**src/dtu_pkg.sv**
```systemverilog
// Purpose: constants and types of the dual timer unit
// Assumes: apb slave, 32-bit data, one aligned word per register
// Notes: offsets are byte addresses
// Notes on behaviour
// - fastest prescale advances a timer once every 2 system clocks.
// - exactly two timers, auxiliary and core, plus one capture/reload register.
// - each timer counts prescaled system clock or external pin edges.
// - direction from software bit, or from the direction pin level.
// - core timer inverts its toggle latch on each overflow or underflow.
// - auxiliary timer may count on core toggle latch changes.
// - toggle latch may be driven onto its own output pin.
// - core overflow or underflow gives a count pulse to the neighbour unit.
// - core overflow or underflow may reload from the capture/reload register.
// - capture pin edge copies auxiliary count into capture/reload register.
// - optional clear of auxiliary timer right after each capture.
// - capture may also trigger from companion count or direction inputs.
package dtu_pkg;
	localparam logic [7:0] DTU_AUX_CTRL = 8'h00;
	localparam logic [7:0] DTU_CORE_CTRL = 8'h04;
	localparam logic [7:0] DTU_AUX_CNT = 8'h08;
	localparam logic [7:0] DTU_CORE_CNT = 8'h0C;
	localparam logic [7:0] DTU_CAPTURE_RELOAD_REGISTER = 8'h10;
	localparam logic [7:0] DTU_CAP_CTRL = 8'h14;
	localparam logic [7:0] DTU_IRQ_STAT = 8'h18;
	localparam logic [7:0] DTU_IRQ_EN = 8'h1C;
	localparam logic [7:0] DTU_IRQ_CLR = 8'h20;
	// timer control fields
	localparam int DTU_T_RUN = 0;
	localparam int DTU_T_DOWN = 1;
	localparam int DTU_T_PINDIR = 2;
	localparam int DTU_T_SRC_LO = 3; // 2 bits: 0 prescaled, 1 pin, 2 latch
	localparam int DTU_T_PRE_LO = 5; // 3 bits: divide 2 << pre
	localparam int DTU_T_RELOAD = 8;
	localparam int DTU_T_PINOUT = 9;
	// capture control fields
	localparam int DTU_C_EDGE_LO = 0; // 2 bits: 0 off,1 rise,2 fall,3 both
	localparam int DTU_C_SRC_LO = 2;  // 2 bits: pin, count in, dir in, both
	localparam int DTU_C_CLEAR = 4;
	// status bits
	localparam int DTU_S_AUX = 0;
	localparam int DTU_S_CORE = 1;
	localparam int DTU_S_CAP = 2;
	localparam int DTU_PRE_BASE = 2;
	localparam logic [1:0] DTU_SRC_PRE = 2'h0;
	localparam logic [1:0] DTU_SRC_PIN = 2'h1;
	localparam logic [1:0] DTU_SRC_LATCH = 2'h2;
	localparam logic [15:0] DTU_CNT_RST = 16'h0000;
endpackage

```
**src/dtu_top.sv**
```systemverilog
// Purpose: dual timer unit with capture/reload register on apb
// Assumes: pins are asynchronous and pass two flip-flops first
// Notes: no wait states; unmapped reads give zero, pslverr low
//
// Design decisions made here: the APB interface to the registers and the address map.
`timescale 1ns/100ps
module dtu_top #(
	parameter int CNT_W = 16
) (
	input wire logic pclk,
	input wire logic presetn,
	input wire logic psel,
	input wire logic penable,
	input wire logic pwrite,
	input wire logic [7:0] paddr,
	input wire logic [31:0] pwdata,
	output logic [31:0] prdata,
	output logic pready,
	output logic pslverr,
	input wire logic aux_count_pin,
	input wire logic core_count_pin,
	input wire logic aux_direction_input_pin,
	input wire logic core_direction_input_pin,
	input wire logic capture_input_pin,
	input wire logic companion_count_input,
	input wire logic companion_direction_input,
	output logic toggle_latch_pin,
	output logic neighbour_count_pulse,
	output logic irq
);
	import dtu_pkg::*;

	initial begin
		if (CNT_W < 2 || CNT_W > 32) begin
			$error("dtu_top: CNT_W out of range");
		end
	end

	// ----------------------------------------------------------------
	// state
	// ----------------------------------------------------------------
	// two timers and one shared capture/reload register
	typedef struct packed {
		// control words as software wrote them
		logic [9:0] aux_ctrl;
		logic [9:0] core_ctrl;
		logic [4:0] cap_ctrl;
		// counters and the shared capture/reload register
		logic [CNT_W-1:0] aux_cnt;
		logic [CNT_W-1:0] core_cnt;
		logic [CNT_W-1:0] capture_reload_register;
		// free-running prescaler counts
		logic [8:0] aux_pre;
		logic [8:0] core_pre;
		// toggle latch and its copy one clock later
		logic core_latch;
		logic latch_seen;
		// sticky status, enable mask, count pulse
		logic [2:0] stat;
		logic [2:0] en;
		logic pulse;
		// pin stages: aux cnt, core cnt, aux dir, core dir, capture
		logic [4:0] s1;
		logic [4:0] s2;
		logic [4:0] s3;
		// companion stages: count input bit 0, direction input bit 1
		logic [1:0] cs1;
		logic [1:0] cs2;
		logic [1:0] cs3;
		// read data, held until the next read setup
		logic [31:0] rdata;
	} dtu_state_t;

	dtu_state_t st;
	dtu_state_t nx;

	// ----------------------------------------------------------------
	// helpers
	// ----------------------------------------------------------------
	// true on the edges that the mode selects; mode 0 never fires
	function automatic logic edge_hit(input logic [1:0] mode,
		input logic now, input logic old);
		edge_hit = (mode[0] && now && !old) || (mode[1] && !now && old);
	endfunction

	// limit is (2 << sel) - 1, so the fastest rate is every 2nd clock
	function automatic logic pre_tick(input logic [8:0] cnt,
		input logic [2:0] sel);
		logic [8:0] lim;
		lim = 9'((DTU_PRE_BASE << sel) - 1);
		pre_tick = (cnt >= lim);
	endfunction

	// next prescaler count; back to zero on its own tick
	function automatic logic [8:0] pre_next(input logic [8:0] cnt,
		input logic [2:0] sel);
		if (pre_tick(cnt, sel)) begin
			pre_next = 9'h000;
		end else begin
			pre_next = 9'(cnt + 9'h001);
		end
	endfunction

	// one count step in the chosen direction, wrapping at either end
	function automatic logic [CNT_W-1:0] cnt_step(
		input logic [CNT_W-1:0] cnt, input logic dn);
		if (dn) begin
			cnt_step = CNT_W'(cnt - 1'b1);
		end else begin
			cnt_step = CNT_W'(cnt + 1'b1);
		end
	endfunction

	// true when the next step leaves the count range
	function automatic logic cnt_end(input logic [CNT_W-1:0] cnt,
		input logic dn);
		logic [CNT_W-1:0] top;
		top = '1;
		if (dn) begin
			cnt_end = (cnt == '0);
		end else begin
			cnt_end = (cnt == top);
		end
	endfunction

	// the pin level wins over the software bit when selected
	function automatic logic dir_down(input logic [9:0] ctrl,
		input logic pin_lvl);
		if (ctrl[DTU_T_PINDIR]) begin
			dir_down = pin_lvl;
		end else begin
			dir_down = ctrl[DTU_T_DOWN];
		end
	endfunction

	// rising edge of a synchronised pin
	function automatic logic pin_rise(input logic now, input logic old);
		pin_rise = now && !old;
	endfunction

	// ----------------------------------------------------------------
	// next state
	// ----------------------------------------------------------------
	logic wr;
	logic rd;
	logic aux_tick;
	logic core_tick;
	logic aux_dn;
	logic core_dn;
	logic core_wrap;
	logic aux_wrap;
	logic cap_trig;

	always_comb begin
		nx = st;
		wr = psel && penable && pwrite;
		rd = psel && !penable && !pwrite;

		// ------------------------------------------------------------
		// pin synchronisers
		// ------------------------------------------------------------
		// logic reads only the second stage; the third one only keeps
		// the old level so that edges can be seen
		nx.s1 = {capture_input_pin, core_direction_input_pin,
			aux_direction_input_pin, core_count_pin, aux_count_pin};
		nx.s2 = st.s1;
		nx.s3 = st.s2;
		nx.cs1 = {companion_direction_input, companion_count_input};
		nx.cs2 = st.cs1;
		nx.cs3 = st.cs2;

		// ------------------------------------------------------------
		// prescalers and count sources
		// ------------------------------------------------------------
		// prescalers run freely, smallest divide is 2
		nx.aux_pre = pre_next(st.aux_pre,
			st.aux_ctrl[DTU_T_PRE_LO +: 3]);
		nx.core_pre = pre_next(st.core_pre,
			st.core_ctrl[DTU_T_PRE_LO +: 3]);
		// the latch source is meaningless for the core timer: no tick
		unique case (st.core_ctrl[DTU_T_SRC_LO +: 2])
			DTU_SRC_PIN: core_tick = pin_rise(st.s2[1], st.s3[1]);
			DTU_SRC_PRE: core_tick = pre_tick(st.core_pre,
				st.core_ctrl[DTU_T_PRE_LO +: 3]);
			default: core_tick = 1'b0;
		endcase
		core_tick = core_tick && st.core_ctrl[DTU_T_RUN];
		unique case (st.aux_ctrl[DTU_T_SRC_LO +: 2])
			DTU_SRC_PIN: aux_tick = pin_rise(st.s2[0], st.s3[0]);
			DTU_SRC_LATCH: aux_tick = st.core_latch != st.latch_seen;
			DTU_SRC_PRE: aux_tick = pre_tick(st.aux_pre,
				st.aux_ctrl[DTU_T_PRE_LO +: 3]);
			default: aux_tick = 1'b0;
		endcase
		aux_tick = aux_tick && st.aux_ctrl[DTU_T_RUN];
		core_dn = dir_down(st.core_ctrl, st.s2[3]);
		aux_dn = dir_down(st.aux_ctrl, st.s2[2]);

		// ------------------------------------------------------------
		// core timer, toggle latch and count pulse
		// ------------------------------------------------------------
		core_wrap = core_tick && cnt_end(st.core_cnt, core_dn);
		nx.pulse = core_wrap;
		if (core_wrap) begin
			nx.core_latch = !st.core_latch;
		end
		nx.latch_seen = st.core_latch;
		if (core_tick) begin
			if (core_wrap && st.core_ctrl[DTU_T_RELOAD]) begin
				nx.core_cnt = st.capture_reload_register;
			end else begin
				nx.core_cnt = cnt_step(st.core_cnt, core_dn);
			end
		end

		// ------------------------------------------------------------
		// auxiliary timer
		// ------------------------------------------------------------
		aux_wrap = aux_tick && cnt_end(st.aux_cnt, aux_dn);
		if (aux_tick) begin
			nx.aux_cnt = cnt_step(st.aux_cnt, aux_dn);
		end

		// ------------------------------------------------------------
		// capture
		// ------------------------------------------------------------
		// capture trigger, none when edge mode is off
		unique case (st.cap_ctrl[DTU_C_SRC_LO +: 2])
			2'h0: cap_trig = edge_hit(st.cap_ctrl[DTU_C_EDGE_LO +: 2],
				st.s2[4], st.s3[4]);
			2'h1: cap_trig = edge_hit(st.cap_ctrl[DTU_C_EDGE_LO +: 2],
				st.cs2[0], st.cs3[0]);
			2'h2: cap_trig = edge_hit(st.cap_ctrl[DTU_C_EDGE_LO +: 2],
				st.cs2[1], st.cs3[1]);
			default: cap_trig =
				edge_hit(st.cap_ctrl[DTU_C_EDGE_LO +: 2],
				st.cs2[0], st.cs3[0]) ||
				edge_hit(st.cap_ctrl[DTU_C_EDGE_LO +: 2],
				st.cs2[1], st.cs3[1]);
		endcase
		if (cap_trig) begin
			nx.capture_reload_register = st.aux_cnt;
			// the clear wins over a count step in the same clock
			if (st.cap_ctrl[DTU_C_CLEAR]) begin
				nx.aux_cnt = '0;
			end
		end

		// ------------------------------------------------------------
		// register writes
		// ------------------------------------------------------------
		// a software write wins over the hardware update of that clock, except that status flags set below win over an irq clear
		if (wr) begin
			unique case (paddr)
				DTU_AUX_CTRL: nx.aux_ctrl = pwdata[9:0];
				DTU_CORE_CTRL: nx.core_ctrl = pwdata[9:0];
				DTU_AUX_CNT: nx.aux_cnt = pwdata[CNT_W-1:0];
				DTU_CORE_CNT: nx.core_cnt = pwdata[CNT_W-1:0];
				DTU_CAPTURE_RELOAD_REGISTER: nx.capture_reload_register = pwdata[CNT_W-1:0];
				DTU_CAP_CTRL: nx.cap_ctrl = pwdata[4:0];
				DTU_IRQ_EN: nx.en = pwdata[2:0];
				DTU_IRQ_CLR: nx.stat = st.stat & ~pwdata[2:0];
				default: ;
			endcase
		end

		// ------------------------------------------------------------
		// sticky flags
		// ------------------------------------------------------------
		// set after the clear, so an event in the clear's clock is kept
		if (aux_wrap) begin
			nx.stat[DTU_S_AUX] = 1'b1;
		end
		if (core_wrap) begin
			nx.stat[DTU_S_CORE] = 1'b1;
		end
		if (cap_trig) begin
			nx.stat[DTU_S_CAP] = 1'b1;
		end

		// ------------------------------------------------------------
		// read data
		// ------------------------------------------------------------
		// taken in the setup clock so the access phase needs no wait
		if (rd) begin
			unique case (paddr)
				DTU_AUX_CTRL: nx.rdata = 32'(st.aux_ctrl);
				DTU_CORE_CTRL: nx.rdata = 32'(st.core_ctrl);
				DTU_AUX_CNT: nx.rdata = 32'(st.aux_cnt);
				DTU_CORE_CNT: nx.rdata = 32'(st.core_cnt);
				DTU_CAPTURE_RELOAD_REGISTER: nx.rdata = 32'(st.capture_reload_register);
				DTU_CAP_CTRL: nx.rdata = 32'(st.cap_ctrl);
				DTU_IRQ_STAT: nx.rdata = 32'(st.stat);
				DTU_IRQ_EN: nx.rdata = 32'(st.en);
				default: nx.rdata = 32'h00000000;
			endcase
		end
	end

	// ----------------------------------------------------------------
	// registers
	// ----------------------------------------------------------------
	always_ff @(posedge pclk or negedge presetn) begin
		if (!presetn) begin
			st <= '0;
		end else begin
			st <= nx;
		end
	end

	// ----------------------------------------------------------------
	// outputs
	// ----------------------------------------------------------------
	// the bus never stalls and never reports an error
	assign prdata = st.rdata;
	assign pready = 1'b1;
	assign pslverr = 1'b0;
	// the latch runs on whether or not it reaches the pin
	assign toggle_latch_pin = st.core_latch &&
		st.core_ctrl[DTU_T_PINOUT];
	assign neighbour_count_pulse = st.pulse;
	assign irq = |(st.stat & st.en);
endmodule

```
**config.mk**
```make
export PLATFORM = sky130hd
export DESIGN_NAME = dtu_top
export DESIGN_NICKNAME = d
export VERILOG_FILES = /design/src/dtu_pkg.sv /design/src/dtu_top.sv
export SDC_FILE = /design/constraint.sdc
export NUM_CORES = 1
export LEC_CHECK = 0
export BUFFER_PORTS_ARGS = -buffer_cell sky130_fd_sc_hd__buf_2
export CAP_MARGIN = 0
export CORE_ASPECT_RATIO = 1.1
export CORE_MARGIN = 3
export CORE_UTILIZATION = 62
export CTS_BUF_LIST = sky130_fd_sc_hd__clkbuf_4 sky130_fd_sc_hd__clkbuf_8
export CTS_CLUSTER_DIAMETER = 100
export CTS_CLUSTER_SIZE = 10
export DETAILED_ROUTE_END_ITERATION = 7
export PLACE_DENSITY = 0.8
export SYNTH_ARGS = -nofsm -noshare
export SYNTH_HDL_FRONTEND = slang
export SYNTH_SLANG_ARGS = --single-unit
```
**constraint.sdc**
```tcl
create_clock -name pclk -period 3.7 [get_ports pclk]
set_input_delay 0.555 -clock pclk [delete_from_list [all_inputs] [get_ports pclk]]
set_output_delay 0.555 -clock pclk [all_outputs]
set_load 0.01 [all_outputs]
```
==> flow_metrics.env, run 1 <==
export IMPL_power_density_mw_per_mm2=408.2
export IMPL_die_w_microns=117.8
export IMPL_worstPathRequired_ns=4.07
export IMPL_clkSlewWorstSetupHoldPaths_ns=0.09
export IMPL_async_reset_ff_share_pct=100.0
export IMPL_synthDistinctLibCells=75
export IMPL_cts_hold_buf=0
export IMPL_cts_tree="built"
export IMPL_slew_headroom_pct=49.23
export IMPL_fin_setup_tns_ns=0
export IMPL_clk_path_buf_depth=2
export IMPL_grt_pass1_wl_microns=35650
export IMPL_clock_sinks=135
export IMPL_hold_viol=0
export IMPL_p_leak_nw=4.299
export IMPL_rsz0062_at_grt="no"
export IMPL_finalClockSkew_ns=0.01191
export IMPL_first_pass_iters=5
export IMPL_rows=44
export IMPL_startpoint_type="flip-flop"
export IMPL_vias_per_cell=6.288
export IMPL_track_usage_pct=29.26
export IMPL_grt_start_max_net_pins=87
export IMPL_port_buffer_count=54
export IMPL_yosysSeqAreaShare_pct=39.66
export IMPL_critical_path_max_fanout=10
export IMPL_final_net_count=1039
export IMPL_finalCriticalPeriod_ns=3.444
export IMPL_fin_crit_sh_pct=93.09
export IMPL_cap_violations=0
export IMPL_post_drt_wl_per_cell_microns=18.98
export IMPL_yosys_warnings=0
export IMPL_dieHeight_microns=128.9
export IMPL_hold_ws_ns=0.1571
export IMPL_cts_root_buf="clkbuf_8"
export IMPL_clock_latency_ns=0.46
export IMPL_wl_microns=21540
export IMPL_synth_edf_count=0
export IMPL_final_core_util_pct=69.19
export IMPL_die_area_sq_mm=0.01518
export IMPL_overflow=0
export IMPL_worstHoldPathType="primary input to async pin"
export IMPL_remaining_drc_errors=0
export IMPL_diodes=0
export IMPL_synth_cells=899
export IMPL_mostFrequentLayoutCells="135 x dfrtp_1, 81 x nand2_1, 72 x nor2_1"
export IMPL_syn_to_final_growth_pct=8.211
export IMPL_drtIter0Drc=594
export IMPL_arrival_ns=3.82
export IMPL_worstSetupPathType="flip-flop to flip-flop"
export IMPL_core_sq_mm=0.01332
export IMPL_ir_drop_v=0.0002804
export IMPL_hpwlAfterDp_microns=15420
export IMPL_drive_gt1_share_pct=15.67
export IMPL_tightestPinTransition_ns=0.7616
export IMPL_syn_area_per_cell_sq_um=9.475
export IMPL_io_pins=89
export IMPL_slew_violations=0
export IMPL_cts_htree_levels=4
export IMPL_fmax_mhz=290.3
export IMPL_layout_setup_ws_ns=0.2558
export IMPL_antenna_found_initial=0
export IMPL_start_util_pct=63.94
export IMPL_grt_pass1_vias=6940
export IMPL_status="complete, no violations"
export IMPL_setup_violations=0
export IMPL_cp_end_kind="flip-flop"
export IMPL_synth_seq_cells=135
export IMPL_place_ws_ns=0.2741
export IMPL_globalplace_congestion=0.9563
export IMPL_synth_area_sq_mm=0.008518
export IMPL_synth_ff_type="dfrtp_1"
export IMPL_ant_nets=0
export IMPL_vias=7137
export IMPL_final_common_cell="dfrtp_1"
export IMPL_numCtsBuffers=17
critical path: stages, from the launching register on:
cell and delay, ns:
dfrtp_1 0.47, or3_1 0.42, ha_1 0.27, nor3_1 0.21
a21oi_1 0.07, ha_1 0.31, a21o_1 0.18, a21oi_1 0.28
nor3b_1 0.45, a21oi_4 0.20, buf_4 0.21, mux2i_1 0.12
o21ai_0 0.17
kinds of logic after synthesis:
family	count (synthesis)	synth area share, %
xor gates and xnor gates	38	3.907
muxes	70	8.740
AOI/OAI and AO/OA	242	18.68
DFF	135	39.66
buffers and inverters	88	5.817
adders and majority gates	49	7.374
other	2	0.08816
and+or+nand+nor	275	15.73
metal layers:
metal | share of wire [%] | GRT usage (%) | wire [microns]
met2 | 47 | 47.67 | 10110
met5 | 0 | 0 | 0
met3 | 7.2 | 5.978 | 1550
met1 | 42 | 38.49 | 9102
met4 | 3.6 | 12.55 | 779
area by class of cell:
cell class / count / area [sq um]
well taps: 184 / 230.2
repair buffers: 71 / 416.7
multi-input cells: 694 / 4722
clock inverters: 14 / 151.4
inverters: 19 / 71.32
fillers: 1065 / 4105
clock buffers: 18 / 247.7
flip-flops and latches: 135 / 3378
metrics by stage:
| stage | power [mW] | cell area (sq um) | instances |
|---|---|---|---|
| 2_1_floorplan | 2.277 | 8586 | 917 |
| 3_3_place_gp | 2.486 | 8811 | 1103 |
| 3_5_place_dp | 2.512 | 8811 | 1103 |
| 4_1_cts | 3.753 | 9210 | 1135 |
| 5_1_grt | 3.959 | 9218 | 1135 |
| 6_report | 3.763 | 9218 | 1135 |
worst paths after layout:
check	startpoint	end	slack [ns]	cells after the start
worst max-delay path	st[150]$_DFFE_PN0P_	st[122]$_DFF_PN0_	0.26	12
worst min-delay path	presetn	st[63]$_DFF_PN0_	0.16	1
worst max register to register	st[150]$_DFFE_PN0P_	st[122]$_DFF_PN0_	0.26	12
worst min register to register	nx[43]$_DFF_PN0_	nx[38]$_DFF_PN0_	0.35	0
max in group asynchronous	presetn	st[92]$_DFF_PN0_	2.80	2
min in group pclk	core_count_pin	nx[44]$_DFF_PN0_	0.20	1
where the power goes:
group          switching (mW)  internal, mW
Sequential              0.185          1.61
Combinational           0.403         0.310
Clock                   0.676         0.582
synth_stat cells, drive strengths merged (21+ instances only):
cell,instances,area (sq um)
a21oi,63,319.1
ha,47,588.1
buf,47,340.3
a21o,21,165.1
mux2i,35,350.3
nand2,81,304.0
dfrtp,135,3378
clkbuf,22,83.83
xor2,21,183.9
o21ai,60,300.3
nor2,75,286.5
mux2,35,394.1
timing repair:
| item | in CTS | in global routing |
|---|---|---|
| endpoints found under the setup margin | 0 | 6 |
| hold endpoints to repair | 0 | 0 |
| buffers inserted | 0 | 0 |
| gates resized for setup | 0 | 1 |
flip-flops by register name, summed over array words and instances, names as in the netlist:
register               cells
nx                        15
neighbour_count_pulse      1
prdata                    16
st                       103
Power figures use the tool's default switching activity.
==> run 2, diff against run 1 <==
- CTS_CLUSTER_DIAMETER: 100 -> unset
- PLACE_DENSITY: 0.8 -> 0.89
==> flow_metrics.env, run 2 (synthesized netlist as in run 1, its figures left out) <==
export IMPL_finalClockSkew_ns=0.01516
export IMPL_p_leak_nw=4.310
export IMPL_finalCriticalPeriod_ns=3.386
export IMPL_antenna_found_initial=0
export IMPL_wl_microns=22370
export IMPL_port_buffer_count=54
export IMPL_clkSlewWorstSetupHoldPaths_ns=0.09
export IMPL_clock_sinks=135
export IMPL_cap_violations=0
export IMPL_top_register="st"
export IMPL_dieHeight_microns=128.9
export IMPL_r2r_start="st[150]$_DFFE_PN0P_"
export IMPL_arrival_ns=3.77
export IMPL_io_pins=89
export IMPL_vias=7300
export IMPL_cts_tree="built"
export IMPL_drive_gt1_share_pct=15.86
export IMPL_crit_end="st[122]$_DFF_PN0_"
export IMPL_setup_violations=0
export IMPL_fin_total_pwr_mw=3.785
export IMPL_cts_root_buf="clkbuf_8"
export IMPL_ir_drop_v=0.0003564
export IMPL_core_sq_mm=0.01332
export IMPL_power_density_mw_per_mm2=409.9
export IMPL_mostFrequentLayoutCells="135 x dfrtp_1, 81 x nand2_1, 72 x nor2_1"
export IMPL_worstSetupPathType="flip-flop to flip-flop"
export IMPL_first_pass_iters=7
export IMPL_die_w_microns=117.8
export IMPL_start_util_pct=63.94
export IMPL_hpwlAfterDp_microns=15830
export IMPL_rsz0062_at_grt="no"
export IMPL_ant_nets=0
export IMPL_vias_per_cell=6.426
export IMPL_remaining_drc_errors=0
export IMPL_design_area_sq_mm=0.009234
export IMPL_drtIter0Drc=778
export IMPL_fmax_mhz=295.3
export IMPL_reg2reg_slack_ns=0.31
export IMPL_overflow=0
export IMPL_worstHoldPathType="primary input to async pin"
export IMPL_final_common_cell="dfrtp_1"
export IMPL_final_net_count=1040
export IMPL_critical_path_max_fanout=10
export IMPL_timing_rr_end="st[122]$_DFF_PN0_"
export IMPL_grt_pass1_vias=7135
export IMPL_grt_pass1_wl_microns=35880
export IMPL_fin_setup_tns_ns=0
export IMPL_hold_viol=0
export IMPL_die_area_sq_mm=0.01518
export IMPL_globalplace_congestion=0.9604
export IMPL_startpoint="st[150]$_DFFE_PN0P_"
export IMPL_grt_start_max_net_pins=96
export IMPL_worstPathRequired_ns=4.08
export IMPL_rows=44
export IMPL_place_area_sq_mm=0.008818
export IMPL_r2r_cells=12
export IMPL_diodes=0
export IMPL_cts_htree_levels=4
export IMPL_slew_violations=0
export IMPL_fin_crit_sh_pct=91.52
export IMPL_post_drt_wl_per_cell_microns=19.69
export IMPL_track_usage_pct=29.73
export IMPL_clock_latency_ns=0.48
export IMPL_numCtsBuffers=17
export IMPL_startpoint_type="flip-flop"
export IMPL_tightestPinTransition_ns=1.001
export IMPL_syn_to_final_growth_pct=8.402
export IMPL_status="complete, no violations"
export IMPL_largest_reg_flops=103
export IMPL_cp_end_kind="flip-flop"
export IMPL_cts_setup_buffers=0
export IMPL_clk_path_buf_depth=2
export IMPL_slew_headroom_pct=33.11
[run 2: changes by cell type in the layout (fill, tap and decap cells not counted)]
cell        delta
clkinv_4       +3
buf_4          +1
inv_6          -3
nor3b_2        +1
clkinvlp_4     -1
inv_8          +1
nor3b_1        -1
[run 2: final cells by class]
class	instances	area [sq um]
sequential	135	3378
clock buffer	18	247.7
timing repair buffer	72	424.2
inverter	19	71.32
clock inverter	14	155.1
tap	184	230.2
fill	1058	4089
multi-input combinational	694	4727
[run 2: per-stage QoR]
step | hold WS [ns] | util [%] | cells | setup slack [ns]
2_1_floorplan | 0.2594 | - | 917 | 0.4779
3_3_place_gp | 0.3325 | 66.19 | 1104 | 0.3881
3_5_place_dp | 0.3362 | 66.19 | 1104 | 0.2781
4_1_cts | 0.1642 | 69.21 | 1136 | 0.2171
5_1_grt | 0.1665 | 69.31 | 1136 | 0.1136
6_report | 0.1545 | 69.31 | 1136 | 0.3139
[run 2: repair_timing]
| item | in CTS | in global routing |
|---|---|---|
| setup endpoints to repair | 0 | 7 |
| gates resized for setup | 0 | 2 |
| hold endpoints to repair | 0 | 0 |
| hold buffers | 0 | 0 |
[run 2: how the worst min path moves through the flow]
stage,slack [ns],cells after the start,endpoint,start
2_1_floorplan,0.26,0,neighbour_count_pulse$_DFF_PN0_,presetn
3_3_place_gp,0.33,0,nx[38]$_DFF_PN0_,nx[43]$_DFF_PN0_
3_5_place_dp,0.34,0,nx[38]$_DFF_PN0_,nx[43]$_DFF_PN0_
4_1_cts,0.16,1,nx[46]$_DFF_PN0_,core_direction_input_pin
5_1_grt,0.17,1,nx[44]$_DFF_PN0_,core_count_pin
6_report,0.15,1,st[71]$_DFF_PN0_,presetn
[run 2: per-layer routing]
metal  global-route usage, %  up-vias  share of wire [%]
met1                   37.56     3478                 39
met2                   48.71      385                 47
li1                        -     3346                  -
met5                       0        -                  0
met4                   14.76        0                4.5
met3                   6.813       91                8.9
[run 2: where the power goes]
| group | internal (mW) | switching (mW) |
|---|---|---|
| logic | 0.311 | 0.418 |
| registers | 1.61 | 0.190 |
| clock network | 0.581 | 0.678 |
[run 2: critical path: stages (launching register included)]
cell,delay (ns)
dfrtp_1,0.48
or3_1,0.44
ha_1,0.27
nor3_1,0.21
a21oi_1,0.08
ha_1,0.30
a21o_1,0.18
a21oi_1,0.28
nor3b_2,0.36
a21oi_4,0.17
buf_4,0.20
mux2i_1,0.12
o21ai_0,0.19
